### src/core/jid_pkg.sv
// Package for the test-port instruction decoder: codes, states, carrier types
package jid_pkg;
  localparam int IR_WIDTH = 8;
  localparam int ID_WIDTH = 32;
  localparam logic [31:0] ID_VALUE = 32'h0000_0001;
  localparam logic [7:0] INS_EXTEST = 8'h00;
  localparam logic [7:0] INS_IDCODE = 8'h21;
  localparam logic [7:0] INS_SAMPLE = 8'h05;
  localparam logic [7:0] INS_CLAMP = 8'h07;
  localparam logic [7:0] INS_HIGHZ = 8'h03;
  localparam logic [7:0] INS_BYPASS = 8'hFF;
  localparam logic [7:0] IR_CAPTURE_VAL = 8'h01;
  localparam logic [1:0] SYNC_RESET = 2'b00;
  localparam logic [3:0] ST_RESET = 4'h0;
  localparam logic [3:0] ST_IDLE = 4'h1;
  localparam logic [3:0] ST_SEL_DR = 4'h3;
  localparam logic [3:0] ST_CAP_DR = 4'h2;
  localparam logic [3:0] ST_SH_DR = 4'h6;
  localparam logic [3:0] ST_EX1_DR = 4'h7;
  localparam logic [3:0] ST_PAU_DR = 4'h5;
  localparam logic [3:0] ST_EX2_DR = 4'h4;
  localparam logic [3:0] ST_UPD_DR = 4'hC;
  localparam logic [3:0] ST_SEL_IR = 4'hD;
  localparam logic [3:0] ST_CAP_IR = 4'hF;
  localparam logic [3:0] ST_SH_IR = 4'hE;
  localparam logic [3:0] ST_EX1_IR = 4'hA;
  localparam logic [3:0] ST_PAU_IR = 4'hB;
  localparam logic [3:0] ST_EX2_IR = 4'h9;
  localparam logic [3:0] ST_UPD_IR = 4'h8;
  typedef enum logic [3:0] {
    S_RESET = ST_RESET, S_IDLE = ST_IDLE, S_SEL_DR = ST_SEL_DR, S_CAP_DR = ST_CAP_DR,
    S_SH_DR = ST_SH_DR, S_EX1_DR = ST_EX1_DR, S_PAU_DR = ST_PAU_DR, S_EX2_DR = ST_EX2_DR,
    S_UPD_DR = ST_UPD_DR, S_SEL_IR = ST_SEL_IR, S_CAP_IR = ST_CAP_IR, S_SH_IR = ST_SH_IR,
    S_EX1_IR = ST_EX1_IR, S_PAU_IR = ST_PAU_IR, S_EX2_IR = ST_EX2_IR, S_UPD_IR = ST_UPD_IR
  } jid_state_type;
  typedef enum logic [1:0] {
    PATH_BYPASS = 2'h0, PATH_BSR = 2'h1, PATH_ID = 2'h2
  } jid_path_type;
  // Decoded instruction as one bundle
  typedef struct packed {
    jid_path_type path;
    logic pins_from_bsr;
    logic pins_highz;
    logic capture_pins;
  } jid_decode_type;
  // Test port pins after synchronisation
  typedef struct packed {
    logic tck;
    logic tms;
    logic tdi;
    logic trst_n;
  } jid_tap_type;
endpackage : jid_pkg

### src/core/jid_sync.sv
// Two-flop synchroniser for the test port pins
`timescale 1ns/10ps
module jid_sync #(
  parameter int WIDTH = 4
) (
  input wire logic clk_sys,
  input wire logic resetn,
  input wire logic clk_en,
  input wire logic [WIDTH-1:0] async_in,
  output logic [WIDTH-1:0] sync_out
);
  logic [WIDTH-1:0] meta_ff;
  logic [WIDTH-1:0] sync_ff;
  logic [WIDTH-1:0] nxt_meta;
  logic [WIDTH-1:0] nxt_sync;

  always_comb begin
    nxt_meta = clk_en ? async_in : meta_ff;
    nxt_sync = clk_en ? meta_ff : sync_ff;
  end

  always_ff @(posedge clk_sys or negedge resetn) begin
    if (!resetn) begin
      meta_ff <= '0;
      sync_ff <= '0;
    end else begin
      meta_ff <= nxt_meta;
      sync_ff <= nxt_sync;
    end
  end

  assign sync_out = sync_ff;
endmodule : jid_sync

### src/core/jid_decode.sv
// Test access port with instruction decoder for a memory device
// ---------------------------------------------------------------
// Summary of operation
// - Code 0000 0101 captures the memory input and read-data pin levels into the boundary register at capture-DR.
// - Under sample/preload the boundary register is the serial path in shift-DR.
// - Code 0000 0111 drives output balls from the boundary register and selects the bypass bit.
// - Code 0000 0011 forces all memory outputs to high impedance and selects the bypass bit.
// - Code 1111 1111 places the single bypass bit between test data in and out in shift-DR.
// - The eight-bit instruction shifts in shift-IR and takes effect only at update-IR.
// - Code 0000 0000 drives output pins from the boundary register and captures inputs as results.
// - Code 0010 0001 captures and shifts the identification value and is the reset default.
// ---------------------------------------------------------------
`timescale 1ns/10ps
module jid_decode #(
  parameter int IN_PINS = 8,
  parameter int OUT_PINS = 8,
  parameter logic [31:0] ID_CODE = jid_pkg::ID_VALUE // Arbitrary value
) (
  input wire logic clk_sys,
  input wire logic resetn,
  input wire logic clk_en,
  input wire logic tck,
  input wire logic tms,
  input wire logic tdi,
  input wire logic trst_n,
  output logic tdo,
  output logic tdo_oe,
  input wire logic [IN_PINS-1:0] mem_in_pins,
  input wire logic [OUT_PINS-1:0] mem_func_out,
  input wire logic [OUT_PINS-1:0] mem_func_oe,
  output logic [OUT_PINS-1:0] pin_out,
  output logic [OUT_PINS-1:0] pin_oe,
  output logic [7:0] active_ir
);
  localparam int BSR_LEN = IN_PINS + 2 * OUT_PINS;
  localparam int IRW = jid_pkg::IR_WIDTH;
  localparam int IDW = jid_pkg::ID_WIDTH;

  // ---------------------------------------------------------------
  // Pin synchronisation and TCK edge detection
  // ---------------------------------------------------------------
  jid_pkg::jid_tap_type tap_s;
  logic tck_d_ff;
  logic nxt_tck_d;
  logic rise;
  logic fall;

  jid_sync #(.WIDTH(4)) u_sync (
    .clk_sys(clk_sys),
    .resetn(resetn),
    .clk_en(clk_en),
    .async_in({tck, tms, tdi, trst_n}),
    .sync_out(tap_s)
  );

  always_comb begin
    nxt_tck_d = clk_en ? tap_s.tck : tck_d_ff;
  end

  always_ff @(posedge clk_sys or negedge resetn) begin
    if (!resetn) begin
      tck_d_ff <= 1'b0;
    end else begin
      tck_d_ff <= nxt_tck_d;
    end
  end

  assign rise = clk_en & tap_s.tck & ~tck_d_ff;
  assign fall = clk_en & ~tap_s.tck & tck_d_ff;

  // ---------------------------------------------------------------
  // TAP state machine
  // ---------------------------------------------------------------
  jid_pkg::jid_state_type st_ff;
  jid_pkg::jid_state_type nxt_st;

  always_comb begin
    nxt_st = st_ff;
    if (clk_en && !tap_s.trst_n) begin
      nxt_st = jid_pkg::S_RESET;
    end else if (rise) begin
      case (st_ff)
        jid_pkg::S_RESET: nxt_st = tap_s.tms ? jid_pkg::S_RESET : jid_pkg::S_IDLE;
        jid_pkg::S_IDLE: nxt_st = tap_s.tms ? jid_pkg::S_SEL_DR : jid_pkg::S_IDLE;
        jid_pkg::S_SEL_DR: nxt_st = tap_s.tms ? jid_pkg::S_SEL_IR : jid_pkg::S_CAP_DR;
        jid_pkg::S_CAP_DR: nxt_st = tap_s.tms ? jid_pkg::S_EX1_DR : jid_pkg::S_SH_DR;
        jid_pkg::S_SH_DR: nxt_st = tap_s.tms ? jid_pkg::S_EX1_DR : jid_pkg::S_SH_DR;
        jid_pkg::S_EX1_DR: nxt_st = tap_s.tms ? jid_pkg::S_UPD_DR : jid_pkg::S_PAU_DR;
        jid_pkg::S_PAU_DR: nxt_st = tap_s.tms ? jid_pkg::S_EX2_DR : jid_pkg::S_PAU_DR;
        jid_pkg::S_EX2_DR: nxt_st = tap_s.tms ? jid_pkg::S_UPD_DR : jid_pkg::S_SH_DR;
        jid_pkg::S_UPD_DR: nxt_st = tap_s.tms ? jid_pkg::S_SEL_DR : jid_pkg::S_IDLE;
        jid_pkg::S_SEL_IR: nxt_st = tap_s.tms ? jid_pkg::S_RESET : jid_pkg::S_CAP_IR;
        jid_pkg::S_CAP_IR: nxt_st = tap_s.tms ? jid_pkg::S_EX1_IR : jid_pkg::S_SH_IR;
        jid_pkg::S_SH_IR: nxt_st = tap_s.tms ? jid_pkg::S_EX1_IR : jid_pkg::S_SH_IR;
        jid_pkg::S_EX1_IR: nxt_st = tap_s.tms ? jid_pkg::S_UPD_IR : jid_pkg::S_PAU_IR;
        jid_pkg::S_PAU_IR: nxt_st = tap_s.tms ? jid_pkg::S_EX2_IR : jid_pkg::S_PAU_IR;
        jid_pkg::S_EX2_IR: nxt_st = tap_s.tms ? jid_pkg::S_UPD_IR : jid_pkg::S_SH_IR;
        jid_pkg::S_UPD_IR: nxt_st = tap_s.tms ? jid_pkg::S_SEL_DR : jid_pkg::S_IDLE;
        default: nxt_st = jid_pkg::S_RESET;
      endcase
    end
  end

  always_ff @(posedge clk_sys or negedge resetn) begin
    if (!resetn) begin
      st_ff <= jid_pkg::S_RESET;
    end else begin
      st_ff <= nxt_st;
    end
  end

  // ---------------------------------------------------------------
  // Instruction decode
  // ---------------------------------------------------------------
  logic [IRW-1:0] ir_ff;
  jid_pkg::jid_decode_type dec;

  always_comb begin
    dec = '{path: jid_pkg::PATH_BYPASS, pins_from_bsr: 1'b0, pins_highz: 1'b0, capture_pins: 1'b0};
    case (ir_ff)
      jid_pkg::INS_EXTEST: begin
        dec.path = jid_pkg::PATH_BSR;
        dec.pins_from_bsr = 1'b1;
        dec.capture_pins = 1'b1;
      end
      jid_pkg::INS_SAMPLE: begin
        dec.path = jid_pkg::PATH_BSR;
        dec.capture_pins = 1'b1;
      end
      jid_pkg::INS_CLAMP: begin
        dec.pins_from_bsr = 1'b1;
      end
      jid_pkg::INS_HIGHZ: begin
        dec.pins_highz = 1'b1;
      end
      jid_pkg::INS_IDCODE: begin
        dec.path = jid_pkg::PATH_ID;
      end
      jid_pkg::INS_BYPASS: begin
        dec.path = jid_pkg::PATH_BYPASS;
      end
      default: begin
        dec.path = jid_pkg::PATH_BYPASS;
      end
    endcase
  end

  // ---------------------------------------------------------------
  // Shift registers and update stages
  // ---------------------------------------------------------------
  logic [IRW-1:0] irs_ff, nxt_irs, nxt_ir;
  logic [IDW-1:0] ids_ff, nxt_ids;
  logic [BSR_LEN-1:0] bsr_ff, nxt_bsr, bupd_ff, nxt_bupd;
  logic byp_ff, nxt_byp;
  logic tdo_ff, nxt_tdo, tdo_oe_ff, nxt_tdo_oe;
  logic sel_bit;

  always_comb begin
    nxt_irs = irs_ff;
    nxt_ir = ir_ff;
    nxt_ids = ids_ff;
    nxt_bsr = bsr_ff;
    nxt_bupd = bupd_ff;
    nxt_byp = byp_ff;
    if (st_ff == jid_pkg::S_RESET) begin
      nxt_ir = jid_pkg::INS_IDCODE;
    end
    if (rise) begin
      case (st_ff)
        jid_pkg::S_CAP_IR: nxt_irs = jid_pkg::IR_CAPTURE_VAL;
        jid_pkg::S_SH_IR: nxt_irs = {tap_s.tdi, irs_ff[IRW-1:1]};
        jid_pkg::S_CAP_DR: begin
          nxt_byp = 1'b0;
          nxt_ids = ID_CODE;
          // Pins are sampled without clock alignment; the controller must hold them steady
          if (dec.capture_pins) begin
            nxt_bsr = {mem_func_oe, mem_func_out, mem_in_pins};
          end
        end
        jid_pkg::S_SH_DR: begin
          nxt_byp = tap_s.tdi;
          nxt_ids = {tap_s.tdi, ids_ff[IDW-1:1]};
          if (dec.path == jid_pkg::PATH_BSR) begin
            nxt_bsr = {tap_s.tdi, bsr_ff[BSR_LEN-1:1]};
          end
        end
        default: begin
        end
      endcase
    end
    if (fall && st_ff == jid_pkg::S_UPD_IR) begin
      nxt_ir = irs_ff;
    end
    if (fall && st_ff == jid_pkg::S_UPD_DR && dec.path == jid_pkg::PATH_BSR) begin
      nxt_bupd = bsr_ff;
    end
  end

  always_comb begin
    case (dec.path)
      jid_pkg::PATH_BSR: sel_bit = bsr_ff[0];
      jid_pkg::PATH_ID: sel_bit = ids_ff[0];
      default: sel_bit = byp_ff;
    endcase
  end

  // TDO changes on the falling TCK edge, as the far side samples on the rising one
  always_comb begin
    nxt_tdo = tdo_ff;
    nxt_tdo_oe = tdo_oe_ff;
    if (fall) begin
      nxt_tdo_oe = (st_ff == jid_pkg::S_SH_DR) || (st_ff == jid_pkg::S_SH_IR);
      nxt_tdo = (st_ff == jid_pkg::S_SH_IR) ? irs_ff[0] : sel_bit;
    end
  end

  always_ff @(posedge clk_sys or negedge resetn) begin
    if (!resetn) begin
      irs_ff <= '0;
      ir_ff <= jid_pkg::INS_IDCODE;
      ids_ff <= '0;
      bsr_ff <= '0;
      bupd_ff <= '0;
      byp_ff <= 1'b0;
      tdo_ff <= 1'b0;
      tdo_oe_ff <= 1'b0;
    end else begin
      irs_ff <= nxt_irs;
      ir_ff <= nxt_ir;
      ids_ff <= nxt_ids;
      bsr_ff <= nxt_bsr;
      bupd_ff <= nxt_bupd;
      byp_ff <= nxt_byp;
      tdo_ff <= nxt_tdo;
      tdo_oe_ff <= nxt_tdo_oe;
    end
  end

  // ---------------------------------------------------------------
  // Output ball control
  // ---------------------------------------------------------------
  always_comb begin
    if (dec.pins_highz) begin
      pin_out = mem_func_out;
      pin_oe = '0;
    end else if (dec.pins_from_bsr) begin
      pin_out = bupd_ff[IN_PINS +: OUT_PINS];
      pin_oe = bupd_ff[IN_PINS + OUT_PINS +: OUT_PINS];
    end else begin
      pin_out = mem_func_out;
      pin_oe = mem_func_oe;
    end
  end

  assign tdo = tdo_ff;
  assign tdo_oe = tdo_oe_ff;
  assign active_ir = ir_ff;
endmodule : jid_decode

### config.mk
export PLATFORM = sky130hd
export DESIGN_NAME = jid_decode
export DESIGN_NICKNAME = d
export VERILOG_FILES = /design/src/core/jid_pkg.sv /design/src/core/jid_sync.sv /design/src/core/jid_decode.sv
export SDC_FILE = /design/constraint.sdc
export NUM_CORES = 1
export LEC_CHECK = 0
export ABC_CLOCK_PERIOD_IN_PS = 3600
export BUFFER_PORTS_ARGS = -buffer_cell sky130_fd_sc_hd__buf_4
export CELL_PAD_IN_SITES_DETAIL_PLACEMENT = 1
export CELL_PAD_IN_SITES_GLOBAL_PLACEMENT = 2
export CORE_MARGIN = 3
export CORE_UTILIZATION = 38
export CTS_CLUSTER_SIZE = 30
export DETAILED_ROUTE_END_ITERATION = 8
export GPL_ROUTABILITY_DRIVEN = 0
export PLACE_DENSITY = 0.77
export REMOVE_ABC_BUFFERS = 1
export SKIP_LAST_GASP = 1
export SLEW_MARGIN = 15
export SYNTH_ARGS = -nofsm -noshare
export SYNTH_HDL_FRONTEND = slang
export SYNTH_SLANG_ARGS = --single-unit
### constraint.sdc
create_clock -name clk_sys -period 3.6 [get_ports clk_sys]
set_input_delay 0.72 -clock clk_sys [delete_from_list [all_inputs] [get_ports clk_sys]]
set_output_delay 0.72 -clock clk_sys [all_outputs]
set_load 0.01 [all_outputs]
==> results of run 1 <==
worst min-delay path by stage:
stage,to,cells past startpoint
2_1_floorplan,active_ir[1]$_DFFE_PN0P_,0
3_3_place_gp,ids_ff[25]$_DFFE_PN0P_,2
3_5_place_dp,ids_ff[10]$_DFFE_PN0P_,2
4_1_cts,st_ff[3]$_DFFE_PN0P_,2
5_1_grt,st_ff[3]$_DFFE_PN0P_,2
6_report,st_ff[3]$_DFFE_PN0P_,2
power by group through the flow:
stage               clock network (uW)  registers, uW  logic, uW
finish                             987           1190        140
global placement                     0           1220        141
floorplan                            0           1210       59.5
detailed placement                   0           1220        144
CTS                               1020           1190        144
global route                      1070           1200        157
sequential cells by signal, indices dropped and copies added, names as in the netlist:
signal and count:
bupd_ff 16, u_sync.sync_out 4, active_ir 8, irs_ff 8, ids_ff 32, tck_d_ff 1, st_ff 4, u_sync.meta_ff 4
bsr_ff 24, tdo_oe 1, tdo 1
cell families after synthesis:
family | after synthesis | synth area share [%]
xor+xnor | 1 | 0.1825
buf+inv | 38 | 3.597
mux | 64 | 14.18
simple gates | 124 | 11.94
compound gates | 123 | 15.82
fa+ha+maj | 2 | 0.5213
flops | 103 | 53.75
layout make-up:
class                           instances  area [sq um]
Fill cell                            1351          6476
Sequential cell                       103          2580
Multi-Input combinational cell        314          2053
Timing Repair Buffer                   65         513.0
Clock buffer                           12         256.5
Tap cell                              168         210.2
Clock inverter                          3         42.54
Inverter                                8         30.03
layout by cell type, fill, tap and decap left out, drive strengths merged, types with 2 or more instances in the layout:
cell    synthesis  layout
dfrtp         101     101
nand2          73      73
buf            10      65
a21oi          51      51
o21ai          40      40
mux2           32      32
mux2i          32      32
nor2           16      16
a22o           15      15
clkbuf         20      12
inv             8       8
nor2b           6       6
nand3           5       5
nand3b          4       4
nand2b          4       4
and2            4       4
or3             2       2
or3b            2       2
nor3            2       2
a32oi           2       2
o2111a          2       2
ha              2       2
dfstp           2       2
or4             2       2
layer usage:
layer | part of all wire (%) | track usage [%] | up-vias | wire, um
met5 | 0 | 0 | - | 0
met2 | 49 | 27.19 | 47 | 5383
li1 | - | - | 1689 | -
met1 | 46 | 21.15 | 1732 | 5010
met3 | 3.5 | 3.876 | 10 | 382
met4 | 1.2 | 4.345 | 0 | 132
through the flow:
step | power, uW | instances | hold slack [ps]
CTS | 2359 | 673 | 469.8
floorplan | 1268 | 425 | 424.4
global placement | 1357 | 658 | 462.5
global route | 2425 | 673 | 485.6
detailed placement | 1360 | 658 | 472.2
finish | 2321 | 673 | 445.7
critical path: stages, from the launching register on:
cell and delay, ps:
dfrtp_1 400, or4_4 580, or3b_1 420, nor3b_2 160
buf_4 180, nor2_1 80, buf_4 150
==> flow_summary.ini, run 1 <==
[logic_synthesis]
synth_area_leaders = dfrtp_1 53%, mux2_2 7.5%, mux2i_1 6.7%, nand2_1 5.7%, a21oi_1 5.3%
synth_largest_area_cell = dfrtp_1
ys_seq_area_share_pct = 53.75
syn_area_per_cell_sq_um = 10.55
yosysWarnings = 0
yosysMostFrequentCell = dfrtp_1
ys_seq_elements = 103
synth_cell_types = 46
synth_top_area_share_pct = 52.66
async_flop_share_pct = 100.0
synth_area_sq_um = 4800
synth_edf_count = 0
synth_flop_cell = dfrtp_1
synthCells = 455
synthTopCellsByCount = 101 x dfrtp_1, 73 x nand2_1, 51 x a21oi_1

[sta]
timing.fmax_mhz = 329.9
hold_viol_final = 0
finalCriticalPeriod_ps = 3031
finalSetupTns_ps = 0
finalClockSkew_ps = 9.306
tightest_slew_ps = 744.1
rsz0062_at_grt = no
worst_slack_ps = 569.0
period_share_pct = 84.20
setup_violations = 0
relSlewSlack_pct = 50.39
drv_slew = 0

[critical_path]
r2r_cells = 8
critPathCapture = pin_oe[7]
worstSetupPathType = reg2out
endpoint_kind = output port
cp.required_ps = 2880
regToRegStartpoint = active_ir[3]$_DFFE_PN0P_
r2r_end = bsr_ff[1]$_DFFE_PN0P_
r2r_slack_ps = 720
cp-start-kind = flip-flop
crit_path_max_fanout = 8
arrival_ps = 2310
critPathLaunch = active_ir[3]$_DFFE_PN0P_

[die]
die_area_sq_um = 14020
fp.dieH_um = 118.4
start_util_pct = 39.47
die_x_um = 118.4
core_region_area_sq_um = 12160
io_pins = 57
rows = 40

[routing]
dr.pass1.iters = 4
viasPerCell = 5.168
drt-total-wl_um = 10910
wire_per_inst_um = 16.21
postRouteAntennaNets = 0
vias = 3478
drtIter0Drc = 162
drc = 0

[cts]
cts-root-buf = clkbuf_16
clock_path_buffers = 2
cts_sinks = 103
postCtsResizedCells = 0
numCtsBuffers = 9
clk_latency_ps = 350
cts_tree = yes
post-cts-setup-buffers = 0
h-tree-depth = 3
ctsHoldBuffers = 0
clkTransAtPathRegs_ps = 60

[hold_path]
worstHoldPathType = in2async

[global_routing]
grt_pass1_vias = 3693
antenna_found_initial = 0
grt_max_degree = 104
grt_pass1_wl_um = 18620
grt.total_usage_pct = 16.23
globalRouteOverflowTotal = 0

[power]
internal_power_uw = 1812
ir_drop_mv = 0.2831
clkPwrFrac_pct = 42.5
combPwrFrac_pct = 6.0
p_sw_share_pct = 21.95
leakagePower_uw = 0.002527
power_frac_seq_pct = 51.4
p_sw_uw = 509.5
powerDensity_nw_per_um2 = 408.3

[cells_and_area]
drive_gt1_share_pct = 23.56
nets = 534
utilization_pct = 46.75
antenna_cells = 0
area_growth_pct = 18.46
final_area_sq_um = 5685

[run_status]
status = finished clean

[placement]
pre_cts_ws_ps = 706.9
io_buffers = 56
dp_hpwl_um = 7204
placed_area_sq_um = 5386

[run]
drv_cap = 0
(Power assumes the default switching activity.)
==> run 2: changes to the inputs <==
Settings changed: ABC_CLOCK_PERIOD_IN_PS 3600 to 2590, CORE_UTILIZATION 38 to 34, PLACE_DENSITY 0.77 to 0.72.
Clock period 3.6 ns to 2.59 ns, I/O delays scaled along.
==> run 2 against run 1 <==
Against the previous run: largest cell class unchanged; first-iteration DRC count up 9.9%; combinational power up 59%; power up 43%; critical path depth up 2; final cell count up 4.8%; the run now ends with setup timing left; largest power group unchanged; global-route usage down 0.079 points; highest routed layer unchanged.
==> flow_summary.ini, run 2 (synthesis gave the netlist of run 1 again) <==
[run_status]
status = finished with violations
violations = setup timing

[routing]
vias = 3715
postRouteAntennaNets = 0
drtIter0Drc = 178
viasPerCell = 5.270
drt-total-wl_um = 13000
dr.pass1.iters = 4
drc = 0
wire_per_inst_um = 18.44

[die]
start_util_pct = 35.54
die_area_sq_um = 15580
core_region_area_sq_um = 13510
io_pins = 57
fp.dieH_um = 124.8
die_x_um = 124.8
rows = 42

[critical_path]
crit_path_max_fanout = 8
crit_chain = or4_4, buf_6, a211oi_4, buf_6, buf_16, mux2i_4, nor2_1, buf_4
crit_slowest_cell = or4_4
cp.required_ps = 2070
crit_top_cell = buf_6
cp-start-kind = flip-flop
arrival_ps = 2400
r2r_slack_ps = -310
worstSetupPathType = reg2out
crit_path_max_incr_delay_ps = 550
endpoint_kind = output port

[cells_and_area]
antenna_cells = 0
final_area_sq_um = 6426
area_growth_pct = 33.89
utilization_pct = 47.58
seq_area_sq_um = 2580
layout_commonest_cell = dfrtp_1
layout.cells.non_filler = 705
final_cell_mix = 101 x dfrtp_1, 73 x nand2_1, 63 x buf_4, 39 x o21ai_0, 37 x a21oi_2
multi_input_area_sq_um = 2435
largest_reg_flops = 32
nets = 557
regMostFlops = ids_ff
n_fill_cell = 1412
reg_top3 = ids_ff x32, bsr_ff x24, bupd_ff x16
drive_gt1_share_pct = 38.19

[sta]
timing.fmax_mhz = 343.0
rsz0062_at_grt = yes
timing.hold.ws_ps = 211.5
finalClockSkew_ps = 8.897
tightest_slew_ps = 739.9
drv_slew = 0
worst_slack_ps = -325.1
period_share_pct = 112.6
finalCriticalPeriod_ps = 2915
setup_violations = 57
relSlewSlack_pct = 50.67
hold_viol_final = 0
finalSetupTns_ps = -13550

[global_routing]
globalRouteOverflowTotal = 0
grt_max_degree = 65
antenna_found_initial = 0
grt_pass1_wl_um = 20440
grt_pass1_vias = 3879
grt.total_usage_pct = 16.15

[run]
drv_cap = 0

[cts]
clock_path_buffers = 2
h-tree-depth = 3
numCtsBuffers = 9
cts_sinks = 103
clk_latency_ps = 360
ctsHoldBuffers = 0
cts-root-buf = clkbuf_16
clkTransAtPathRegs_ps = 70
cts_tree = yes

[placement]
dp_hpwl_um = 7832
placedCellCount = 680
placed_area_sq_um = 5527
io_buffers = 56

[power]
ir_drop_mv = 0.3328
leakagePower_uw = 0.002753
powerDensity_nw_per_um2 = 516.7

[hold_path]
worstHoldPathType = in2async
[run 2: cell types whose count changed in the layout (fill, tap and decap cells not counted), sizes merged]
cell      delta
buf         +22
clkbuf       -1
clkinv       +1
inv          +3
clkinvlp     -1
[run 2: critical path, delay by kind of cell (launching register included)]
kind | cells | cell delay (ps)
AO/OA/AOI/OAI | 1 | 210
buffers and inverters | 4 | 580
flip-flops | 1 | 380
multiplexers | 1 | 240
AND/OR/NAND/NOR | 2 | 610
[run 2: metal layers]
metal,vias to the layer above,track usage (%),wire length [um]
li1,1748,-,-
met1,1913,21.71,6076
met2,44,25.83,6411
met3,10,4.760,397
met4,0,3.827,116
met5,-,0,0
[run 2: metrics by stage]
stage	setup slack [ps]	power, uW
final	-325.1	3320
after global routing	-403.5	3473
after CTS	-313.5	3361
after detailed placement	-345.1	1898
after global placement	-239.5	1891
after floorplan	-724.9	1762
[run 2: final cells by class]
class,count,area share [%]
repair buffers,88,13.12
inverters,8,0.5452
well taps,176,3.427
clock inverters,6,1.149
multi-input cells,314,37.89
clock buffers,10,3.719
flip-flops and latches,103,40.15
[run 2: repair_timing]
| action | CTS | global route |
|---|---|---|
| resized for setup | 22 | 94 |
| setup endpoints to repair | 57 | 57 |
| pin swaps | 3 | 6 |
| cloned | 2 | 1 |
| buffers inserted | 4 | 3 |
[run 2: where the power goes]
part           switching [uW]  internal (uW)
Sequential               32.5           1630
Clock                     649            790
Combinational             114            107
Total                     796           2520
[run 2: worst paths after layout]
kind,depth (start not counted),end,from
max in group asynchronous,2,ids_ff[13]$_DFFE_PN0P_,resetn
hold reg to reg,2,ids_ff[18]$_DFFE_PN0P_,ids_ff[18]$_DFFE_PN0P_
setup reg to reg,9,bsr_ff[23]$_DFFE_PN0P_,active_ir[3]$_DFFE_PN0P_
setup / recovery,8,pin_oe[6],active_ir[3]$_DFFE_PN0P_
hold / removal,1,st_ff[1]$_DFFE_PN0P_,resetn
min in group clk_sys,2,u_sync.meta_ff[3]$_DFFE_PN0P_,tck
==> run 3: changes to the inputs <==
Settings changed: SYNTH_HIERARCHICAL from default to 1.
==> run 3 against run 2 <==
Against the previous run: the flow still finishes with violations (setup timing); die area grew 0.79%; via count is essentially flat; clock-buffer cell count grew 1; synthesized area grew 0.83%; largest cell class unchanged; synthesized cell count shrank 0.22%; routed wire length grew 1.5%; core utilization shrank 0.45 points; flip-flop and latch count is the same; non-clock buffer count shrank 1; global-route usage shrank 0.13 points; register-to-register slack gained 70 ps; first-iteration DRC count grew 17%; critical path type unchanged.
==> flow_summary.ini, run 3 <==
[critical_path]
crit_family = simple AND/OR/NAND/NOR gates
critPathLaunch = active_ir[3]$_DFFE_PN0P_
endpoint_kind = output port
crit_top_cell = buf_4
arrival_ps = 2390
worst-path-stages = 7
cp-start-kind = flip-flop
regToRegStartpoint = active_ir[3]$_DFFE_PN0P_
crit_slowest_cell = or4_4
worstSetupPathType = reg2out
crit_path_max_incr_delay_ps = 550
r2r_slack_ps = -240
r2r_cells = 10
r2r_end = tdo$_DFFE_PN0P_
crit_chain = or4_4, or3b_4, buf_4, nor3b_4, buf_6, nor2_2, buf_4
critPathCapture = pin_oe[6]
cp.required_ps = 2070
critical_path_buf_inv_count = 3
crit_path_max_fanout = 8

[cells_and_area]
antenna_cells = 0
reg_top3 = ids_ff x32, bsr_ff x24, bupd_ff x16
largest_reg_flops = 32
regMostFlops = ids_ff
final_area_sq_um = 6390
layout_commonest_cell = dfrtp_1
area_growth_pct = 32.03
nets = 558
drive_gt1_share_pct = 35.85
final_cell_mix = 101 x dfrtp_1, 72 x nand2_1, 65 x buf_4, 39 x o21ai_0, 30 x mux2i_1

[global_routing]
grt_max_degree = 65
antenna_found_initial = 0
globalRouteOverflowTotal = 0
grt.total_usage_pct = 16.02
grt_pass1_wl_um = 20470
grt_pass1_vias = 3877

[sta]
tightest_slew_ps = 557.1
finalClockSkew_ps = 9.189
rsz0062_at_grt = yes
hold_viol_final = 0
drv_slew = 0
period_share_pct = 112.4
worst_slack_ps = -320.3
timing.fmax_mhz = 343.6
finalCriticalPeriod_ps = 2910
setup_violations = 57
relSlewSlack_pct = 62.86

[cts]
clkTransAtPathRegs_ps = 70
h-tree-depth = 3
cts-root-buf = clkbuf_16
cts_tree = yes
numCtsBuffers = 9
cts_sinks = 103
clock_path_buffers = 2
clk_latency_ps = 350

[power]
p_sw_share_pct = 23.21
ir_drop_mv = 0.4268
combPwrFrac_pct = 7.2
leakagePower_uw = 0.002793
clkPwrFrac_pct = 42.2
powerDensity_nw_per_um2 = 514.9
p_sw_uw = 763.4
power_frac_seq_pct = 50.6
internal_power_uw = 2526
total_power_uw = 3290

[routing]
viasPerCell = 5.258
drtIter0Drc = 209
drc = 0
drt-total-wl_um = 13200
dr.pass1.iters = 4
postRouteAntennaNets = 0
vias = 3712
wire_per_inst_um = 18.69

[die]
core_region_area_sq_um = 13560
fp.dieH_um = 125.3
io_pins = 57
rows = 42
die_x_um = 125.3
start_util_pct = 35.70
die_area_sq_um = 15700

[logic_synthesis]
ys_seq_area_share_pct = 53.31
synth_top_family_by_area = compound AO/OA/AOI/OAI gates
synth_fa_ha_area_share_pct = 0.5171
synthTopCellsByCount = 101 x dfrtp_1, 72 x nand2_1, 51 x a21oi_1
ys_seq_elements = 103
synth_top_area_share_pct = 52.22
synth_cell_types = 47
synthCells = 454
synth_xor_area_share_pct = 0.1810
yosysMostFrequentCell = dfrtp_1
synth_area_sq_um = 4840
async_flop_share_pct = 100.0
yosysWarnings = 6
synth_compound_gate_area_share_pct = 15.59
syn_area_per_cell_sq_um = 10.66
synth_mux_area_share_pct = 14.92
synth_area_leaders = dfrtp_1 52%, mux2i_1 6.6%, mux2_2 5.8%, nand2_1 5.6%, a21oi_1 5.3%
synth_flop_cell = dfrtp_1
synth_largest_area_cell = dfrtp_1
yosys.area_share.simple_pct = 11.76
synth_edf_count = 0

[run]
drv_cap = 0

[hold_path]
worstHoldPathType = in2async

[placement]
io_buffers = 56
placed_area_sq_um = 5557
pre_cts_ws_ps = -266.6
dp_hpwl_um = 7739

[run_status]
status = finished with violations
violations = setup timing
==> run 3: stage by stage <==
stage,hold slack (ps),TNS (ps),utilization [%],instances
CTS,87.32,-12800,44.67,699
finish,79.84,-10580,47.13,706
floorplan,222.4,-41230,-,424
global placement,462.0,-5596,40.98,677
global route,99.20,-15030,47.13,706
detailed placement,470.2,-8492,40.98,677
==> run 3: power groups by stage <==
stage	Sequential [uW]	Clock [uW]	Combinational, uW
3_5_place_dp	1700	0	223
6_report	1670	1390	236
2_1_floorplan	1680	0	98.2
3_3_place_gp	1700	0	218
4_1_cts	1670	1430	237
5_1_grt	1670	1510	260
==> run 3: routing by layer <==
layer | vias up | global-route usage [%] | part of all wire [%]
li1 | 1754 | - | -
met4 | 0 | 5.676 | 1.8
met5 | - | 0 | 0
met2 | 55 | 25.94 | 49
met1 | 1887 | 21.14 | 46
met3 | 16 | 3.753 | 2.5
==> run 3: worst min-delay path by stage <==
| stage | slack (ps) | end | start |
|---|---|---|---|
| 4_1_cts | 90 | st_ff[0]$_DFFE_PN0P_ | resetn |
| 6_report | 80 | st_ff[0]$_DFFE_PN0P_ | resetn |
| 3_5_place_dp | 470 | st_ff[0]$_DFFE_PN0P_ | resetn |
| 5_1_grt | 100 | u_sync/sync_out[2]$_DFFE_PN0P_ | resetn |
| 3_3_place_gp | 460 | ids_ff[17]$_DFFE_PN0P_ | ids_ff[17]$_DFFE_PN0P_ |
| 2_1_floorplan | 220 | active_ir[1]$_DFFE_PN0P_ | resetn |
==> run 3: layout make-up <==
| cell class | count | area, sq um |
|---|---|---|
| fill | 1447 | 7168 |
| sequential | 103 | 2580 |
| multi-input combinational | 316 | 2420 |
| timing repair buffer | 87 | 839.6 |
| clock buffer | 11 | 242.7 |
| tap | 176 | 220.2 |
| clock inverter | 5 | 57.56 |
| inverter | 8 | 30.03 |
==> run 3: repair_timing <==
item                                   CTS  global route
cloned                                   2             6
setup endpoints to repair               57            57
pin swaps                                4             3
setup buffers                            4             2
gates resized for setup                 32            57
hold buffers                             0             0
endpoints found under the hold margin    0             0
==> run 3: cell families after synthesis <==
kind of cell | count (synthesis)
mux | 65
fa+ha+maj | 2
compound gates | 122
flops | 103
buf+inv | 38
simple gates | 123
xor+xnor | 1
